===== src/hdl/ebp_pkg.sv =====
package ebp_pkg;
    // timing
    localparam int          CLK_PERIOD_NS  = 4;
    localparam int          DATA_PHASE_NS  = 8;
    localparam int          DATA_CYCLES    = (DATA_PHASE_NS + CLK_PERIOD_NS - 1) / CLK_PERIOD_NS;

    // pin widths
    localparam int          ADDR_W         = 23;
    localparam int          ADDR_LO_W      = 16;
    localparam int          DATA_W         = 16;

    // register map, byte addresses
    localparam logic [7:0]  BANK_CTRL_OFS  = 8'h00;
    localparam logic [7:0]  STATUS_OFS     = 8'h04;

    // bank_switch_control fields
    localparam int          KEEP_EN_BIT    = 0;
    localparam logic        KEEP_EN_RST    = 1'b0;

    // status fields
    localparam int          ST_HOLD_BIT    = 0;
    localparam int          ST_OFF_BIT     = 1;
    localparam int          ST_HOST_BIT    = 2;
    localparam int          ST_BUSY_BIT    = 3;
    localparam int          ST_KEEP_BIT    = 4;

    // access spaces
    typedef enum logic [1:0] {
        EBP_SP_PROG,
        EBP_SP_DATA,
        EBP_SP_IO
    } ebp_space_e;
endpackage : ebp_pkg


===== src/hdl/ebp_pins.sv =====
// Decided for this implementation: the Wishbone register port and the register offsets.
`timescale 1ns/1ns
// Functional notes
// - low sixteen address lines drive every external access, all spaces share them.
// - upper seven address lines carry address only for program space accesses.
// - address outputs float during bus hold or while output-off is low.
// - in host wide mode the low address lines are inputs for host addressing.
// - one shared sixteen-bit bidirectional data bus, bit fifteen most significant.
// - data outputs float when not writing, during reset or hold request.
// - data outputs float whenever output-off is low, access or not.
// - enabled keepers hold each undriven data pin at its last level.
// - keepers off after reset; software toggles them through bank_switch_control.
module ebp_pins (
    input  wire logic        clk_sys,
    input  wire logic        arst_n,
    // wishbone slave
    input  wire logic        wb_cyc_i,
    input  wire logic        wb_stb_i,
    input  wire logic        wb_we_i,
    input  wire logic [7:0]  wb_adr_i,
    input  wire logic [3:0]  wb_sel_i,
    input  wire logic [31:0] wb_dat_i,
    output logic      [31:0] wb_dat_o,
    output logic             wb_ack_o,
    // core access port
    input  wire logic        core_req,
    input  wire logic [1:0]  core_space,
    input  wire logic [22:0] core_addr,
    input  wire logic        core_we,
    input  wire logic [15:0] core_wdata,
    output logic             core_ack,
    output logic      [15:0] core_rdata,
    // device pins
    input  wire logic        reset_input_n,
    input  wire logic        hold_req_n,
    output logic             hold_ack_n,
    input  wire logic        output_off_n,
    input  wire logic        host_port_wide_mode,
    output logic      [22:0] addr_o,
    output logic             addr_hi_oe,
    output logic             addr_lo_oe,
    input  wire logic [15:0] addr_i,
    output logic      [15:0] host_addr,
    input  wire logic [15:0] data_i,
    output logic      [15:0] data_o,
    output logic             data_oe,
    output logic      [15:0] data_keep_o,
    output logic      [15:0] data_keep_oe
);
    typedef enum logic [1:0] {
        EBP_IDLE,
        EBP_ADDR,
        EBP_DATA,
        EBP_HOLD
    } ebp_state_e;

    ebp_state_e  state_d,  state_q;
    logic [1:0]  cnt_d,    cnt_q;
    logic [22:0] addr_d,   addr_q;
    logic [1:0]  space_d,  space_q;
    logic        we_d,     we_q;
    logic [15:0] wdata_d,  wdata_q;
    logic [15:0] rdata_d,  rdata_q;
    logic        ack_d,    ack_q;
    logic [15:0] host_d,   host_q;

    localparam logic [1:0] LAST_CNT = 2'(ebp_pkg::DATA_CYCLES - 1);

    // access sequencer
    always_comb begin
        state_d = state_q;
        cnt_d   = cnt_q;
        addr_d  = addr_q;
        space_d = space_q;
        we_d    = we_q;
        wdata_d = wdata_q;
        rdata_d = rdata_q;
        ack_d   = 1'b0;
        case (state_q)
            EBP_IDLE: begin
                if (!hold_req_n) begin
                    state_d = EBP_HOLD;
                end else if (core_req) begin
                    state_d = EBP_ADDR;
                    addr_d  = core_addr;
                    space_d = core_space;
                    we_d    = core_we;
                    wdata_d = core_wdata;
                end
            end
            EBP_ADDR: begin
                state_d = EBP_DATA;
                cnt_d   = 2'h0;
            end
            EBP_DATA: begin
                if (cnt_q == LAST_CNT) begin
                    if (!we_q) begin
                        rdata_d = data_i;
                    end
                    ack_d   = 1'b1;
                    state_d = EBP_IDLE;
                end else begin
                    cnt_d = cnt_q + 2'h1;
                end
            end
            EBP_HOLD: begin
                if (hold_req_n) begin
                    state_d = EBP_IDLE;
                end
            end
            default: begin
                state_d = EBP_IDLE;
            end
        endcase
        // reset pin aborts any access, no answer given
        if (!reset_input_n) begin
            state_d = EBP_IDLE;
            ack_d   = 1'b0;
        end
    end

    always_ff @(posedge clk_sys or negedge arst_n) begin
        if (!arst_n) begin
            state_q <= EBP_IDLE;
            cnt_q   <= 2'h0;
            addr_q  <= 23'h000000;
            space_q <= 2'h0;
            we_q    <= 1'b0;
            wdata_q <= 16'h0000;
            rdata_q <= 16'h0000;
            ack_q   <= 1'b0;
        end else begin
            state_q <= state_d;
            cnt_q   <= cnt_d;
            addr_q  <= addr_d;
            space_q <= space_d;
            we_q    <= we_d;
            wdata_q <= wdata_d;
            rdata_q <= rdata_d;
            ack_q   <= ack_d;
        end
    end

    // host address capture, pins are inputs in this mode
    always_comb begin
        host_d = host_q;
        if (host_port_wide_mode) begin
            host_d = addr_i;
        end
    end

    always_ff @(posedge clk_sys or negedge arst_n) begin
        if (!arst_n) begin
            host_q <= 16'h0000;
        end else begin
            host_q <= host_d;
        end
    end

    logic prog_sp;
    assign prog_sp = (space_q == 2'(ebp_pkg::EBP_SP_PROG));

    assign addr_o[15:0]  = addr_q[15:0];
    assign addr_o[22:16] = prog_sp ? addr_q[22:16] : 7'h00;
    assign addr_hi_oe    = (state_q != EBP_HOLD) && output_off_n;
    assign addr_lo_oe    = addr_hi_oe && !host_port_wide_mode;

    // drive only own write data phase
    assign data_oe    = (state_q == EBP_DATA) && we_q && output_off_n && reset_input_n && hold_req_n;
    assign data_o     = wdata_q;
    assign hold_ack_n = !(state_q == EBP_HOLD);
    assign core_ack   = ack_q;
    assign core_rdata = rdata_q;
    assign host_addr  = host_q;

    // register slave, one wait state, ack drops the cycle after
    logic        keep_en_d, keep_en_q;
    logic        wack_d,    wack_q;
    logic [31:0] wdat_d,    wdat_q;
    logic        wb_hit;
    logic [31:0] status_w;

    assign wb_hit = wb_cyc_i && wb_stb_i && !wack_q;

    always_comb begin
        status_w = 32'h00000000;
        status_w[ebp_pkg::ST_HOLD_BIT] = (state_q == EBP_HOLD);
        status_w[ebp_pkg::ST_OFF_BIT]  = !output_off_n;
        status_w[ebp_pkg::ST_HOST_BIT] = host_port_wide_mode;
        status_w[ebp_pkg::ST_BUSY_BIT] = (state_q == EBP_ADDR) || (state_q == EBP_DATA);
        status_w[ebp_pkg::ST_KEEP_BIT] = keep_en_q;
    end

    always_comb begin
        keep_en_d = keep_en_q;
        wack_d    = wb_hit;
        wdat_d    = wdat_q;
        if (wb_hit) begin
            wdat_d = 32'h00000000;
            case (wb_adr_i)
                ebp_pkg::BANK_CTRL_OFS: begin
                    wdat_d[ebp_pkg::KEEP_EN_BIT] = keep_en_q;
                end
                ebp_pkg::STATUS_OFS: begin
                    wdat_d = status_w;
                end
                default: begin
                    wdat_d = 32'h00000000;
                end
            endcase
        end
        // write lands on the ack edge
        if (wack_q && wb_cyc_i && wb_stb_i && wb_we_i && wb_sel_i[0] && wb_adr_i == ebp_pkg::BANK_CTRL_OFS) begin
            keep_en_d = wb_dat_i[ebp_pkg::KEEP_EN_BIT];
        end
        if (!reset_input_n) begin
            keep_en_d = ebp_pkg::KEEP_EN_RST;
        end
    end

    always_ff @(posedge clk_sys or negedge arst_n) begin
        if (!arst_n) begin
            keep_en_q <= ebp_pkg::KEEP_EN_RST;
            wack_q    <= 1'b0;
            wdat_q    <= 32'h00000000;
        end else begin
            keep_en_q <= keep_en_d;
            wack_q    <= wack_d;
            wdat_q    <= wdat_d;
        end
    end

    assign wb_ack_o = wack_q;
    assign wb_dat_o = wdat_q;

    ebp_keeper u_keeper (
        .clk_sys   (clk_sys),
        .arst_n    (arst_n),
        .keep_en   (keep_en_q),
        .dev_drive (data_oe),
        .pad_level (data_i),
        .keep_o    (data_keep_o),
        .keep_oe   (data_keep_oe)
    );
endmodule : ebp_pins


===== src/hdl/ebp_keeper.sv =====
`timescale 1ns/1ns
module ebp_keeper (
    input  wire logic        clk_sys,
    input  wire logic        arst_n,
    input  wire logic        keep_en,
    input  wire logic        dev_drive,
    input  wire logic [15:0] pad_level,
    output logic      [15:0] keep_o,
    output logic      [15:0] keep_oe
);
    logic [15:0] last_d;
    logic [15:0] last_q;

    // per pin: follow the resolved wire, push it back weakly when nobody drives
    for (genvar i = 0; i < 16; i++) begin : g_bit
        always_comb begin
            last_d[i] = pad_level[i];
        end
        always_ff @(posedge clk_sys or negedge arst_n) begin
            if (!arst_n) begin
                last_q[i] <= 1'b0;
            end else begin
                last_q[i] <= last_d[i];
            end
        end
        assign keep_o[i]  = last_q[i];
        assign keep_oe[i] = keep_en && !dev_drive;
    end
endmodule : ebp_keeper


===== config.mk =====
export PLATFORM = sky130hd
export DESIGN_NAME = ebp_pins
export DESIGN_NICKNAME = d
export VERILOG_FILES = /design/src/hdl/ebp_pkg.sv /design/src/hdl/ebp_pins.sv /design/src/hdl/ebp_keeper.sv
export SDC_FILE = /design/constraint.sdc
export NUM_CORES = 1
export LEC_CHECK = 0
export BUFFER_PORTS_ARGS = -buffer_cell sky130_fd_sc_hd__buf_2
export CAP_MARGIN = 40
export CORE_MARGIN = 8
export CORE_UTILIZATION = 30
export CTS_BUF_LIST = sky130_fd_sc_hd__clkbuf_8
export DETAILED_ROUTE_END_ITERATION = 10
export SETUP_SLACK_MARGIN = 0.1
export SLEW_MARGIN = 10
export SYNTH_ARGS = -nofsm -noshare
export SYNTH_HDL_FRONTEND = slang
export SYNTH_SLANG_ARGS = --single-unit

===== constraint.sdc =====
create_clock -name clk_sys -period 4.1 [get_ports clk_sys]
set_input_delay 0.82 -clock clk_sys [delete_from_list [all_inputs] [get_ports clk_sys]]
set_output_delay 0.82 -clock clk_sys [all_outputs]
set_load 0.02 [all_outputs]

==> results.toml <==
[outcome]
outcome = "finished, final reports clean"

[worst_hold_path]
min_path_type = "primary input to async pin"

[power_and_ir_drop]
ir_worst_vdd_v = 0.000285
power_uw = 3520
p_per_area_nw_per_um2 = 640
leakage_uw = 0.00285

[logic_synthesis]
ys_ff_latch = 102
avgSynthCellArea_um2 = 13.9
synth_cells = 315
syn-cell-area_um2 = 4360
synth_top_flop_cell = "dfrtp_1"
synth_async_sr_flop_share_pct = 100
synth-seq-area-share_pct = 58.5
synth_edf_count = 0
yosys_warnings = 0
ys_types = 32

[place]
gp_congestion = 0.788
dp.cells = 670
dp_hpwl_um = 8200
io_buffers = 207

[floorplanning]
rows = 44
die_h_um = 137
dieWidth_um = 137
core_um2 = 14400
start_util_pct = 30.4
io-pin-count = 269
die_area_um2 = 18700

[global_routing]
antenna_found_initial = 1
grt_pass1_wl_um = 16000
grt_pass1_vias = 3123
grt_max_degree = 66
grt_overflow_total = 0
grt_usage_pct = 11.0

[clocking]
htreeDepth = 3
cts-buffers-inserted = 9
cts.sinks = 102
clkTransAtPathRegs_ns = 0.10
cts_tree = "built"
root_buffer = "clkbuf_8"
cts_max_path_buffers = 2
post_cts_buffers = 0
insertion_delay_ns = 0.37
postCtsHoldBufs = 0
cts.repair.resized = 0

[critical_path]
cp.required_ns = 3.28
r2r-start = "state_q[1]$_DFFE_PN0P_"
crit_path_end_kind = "output port"
critPathLaunchType = "register"
cp_max_fo = 16
crit_arrival_ns = 2.08
crit_type = "register to output port"
crit_start = "state_q[0]$_DFFE_PN0P_"

[route]
drtIter0Drc = 39
via_count = 2837
ant_nets = 0
wl_per_cell_um = 15.1
drc = 0
routed_wl_um = 10400
first_pass_iters = 4
via_per_inst = 4.13

[sta]
setup_viol = 0
fin_crit_sh_pct = 70.8
tightest_slew_ns = 0.659
period_minus_slack_ns = 2.90
maxSlewHeadroom_pct = 56.0
finalHoldViolCount = 0
setup_tns_ns = 0
worst_clock_skew_ns = 0.00653
drv_slew = 0
rsz0062_at_grt = "no"
max_freq_ghz = 0.344

[final_layout]
n_antenna_cell = 0
area_delta_synth_final_pct = 26.1
instances_no_fill = 687
final_nets = 631
fillers = 1424
drive_gt1_share_pct = 60.2
final_core_util_pct = 38.3

[job]
maxCapViolCount = 0
==> worst max-delay path, cell delays in order (launching register included) <==
cell and delay, ns:
dfrtp_1 0.38, inv_1 0.08, ha_1 0.28, nand3_1 0.10, nor2_1 0.06, nor2b_1 0.52
buf_2 0.29
==> registers in the layout, summed over array words and instances (netlist names) <==
register / count
u_keeper.keep_o: 16
cnt_q: 2
wb_dat_o: 5
keep_en_q: 1
core_rdata: 16
data_o: 16
we_q: 1
addr_q: 23
core_ack: 1
host_addr: 16
wb_ack_o: 1
space_q: 2
state_q: 2
==> per-stage QoR <==
step | cell area, um2 | setup WS, ns | hold WS (ns)
2_1_floorplan | 4460 | 1.19 | 0.456
3_3_place_gp | 5260 | 1.42 | 0.462
5_1_grt | 5500 | 0.953 | 0.259
3_5_place_dp | 5280 | 1.33 | 0.476
6_report | 5500 | 1.20 | 0.280
4_1_cts | 5470 | 1.11 | 0.497
==> Yosys cell counts (all sizes together), types with 2 or more instances <==
master,instances,area share [%]
o21ai,6,0.69
nor2b,7,1.0
and2,7,1.0
dfrtp,102,59
nand2,14,1.2
ha,5,1.4
nor2,2,0.17
buf,66,11
inv,5,0.43
o31ai,3,0.52
nand2b,3,0.43
nand3,5,0.57
mux2,75,20
==> power breakdown <==
group          internal (uW)  leakage [uW]  total (uW)  switching [uW]
clock                    285     0.0000990         642             357
sequential              1340       0.00122        1500             160
combinational            602       0.00153        1380             782
total                   2220       0.00285        3520            1300
==> cells in the final DEF (no fill, tap or decap), types with 2 or more instances in the layout <==
cell type   instances
and2_1              7
buf_2             206
buf_4               4
clkbuf_8            9
clkinvlp_4          2
conb_1             27
dfrtp_1           102
ha_1                5
inv_1               6
mux2_2             65
mux2_4             10
nand2_1            14
nand2b_1            3
nand3_1             4
nor2_1              2
nor2b_1             7
o21ai_0             6
o31ai_1             3
==> area by class of cell <==
class / instances / area [um2] / area share (%)
Inverter: 5 / 18.8 / 0.341
Tap cell: 184 / 230 / 4.19
Clock inverter: 7 / 73.8 / 1.34
Timing Repair Buffer: 212 / 1100 / 20.1
Multi-Input combinational cell: 168 / 1400 / 25.4
Clock buffer: 9 / 124 / 2.25
Sequential cell: 102 / 2550 / 46.4
==> layer usage <==
metal / share of wire (%) / global-route usage (%) / vias to the layer above
li1: - / - / 1340
met1: 37 / 11.8 / 1346
met2: 48 / 17.7 / 133
met3: 13 / 5.40 / 16
met4: 2.0 / 5.31 / 2
met5: 0.12 / 0 / -
==> kinds of logic (layout without fill, tap and decap cells) <==
group,count (synthesis),in the layout,share of synthesized area [%]
muxes,76,76,20.4
other,1,27,0.0860
AOI/OAI and AO/OA,13,13,1.89
buffers and inverters,71,233,11.8
xor gates and xnor gates,1,1,0.201
adders and majority gates,5,5,1.43
and+or+nand+nor,46,46,5.62
DFF,102,102,58.5
==> final timing paths <==
kind | to | slack [ns] | depth (start not counted)
min | host_addr[0]$_DFFE_PN0P_ | 0.28 | 1
max reg2reg | addr_q[7]$_DFFE_PN0P_ | 2.18 | 5
min in group clk_sys | wb_dat_o[0]$_DFFE_PN0P_ | 0.50 | 2
max | data_keep_oe[6] | 1.20 | 6
min reg2reg | wb_dat_o[0]$_DFFE_PN0P_ | 0.50 | 2
max in group asynchronous | u_keeper.keep_o[14]$_DFF_PN0_ | 2.96 | 3
(Power assumes the default switching activity.)
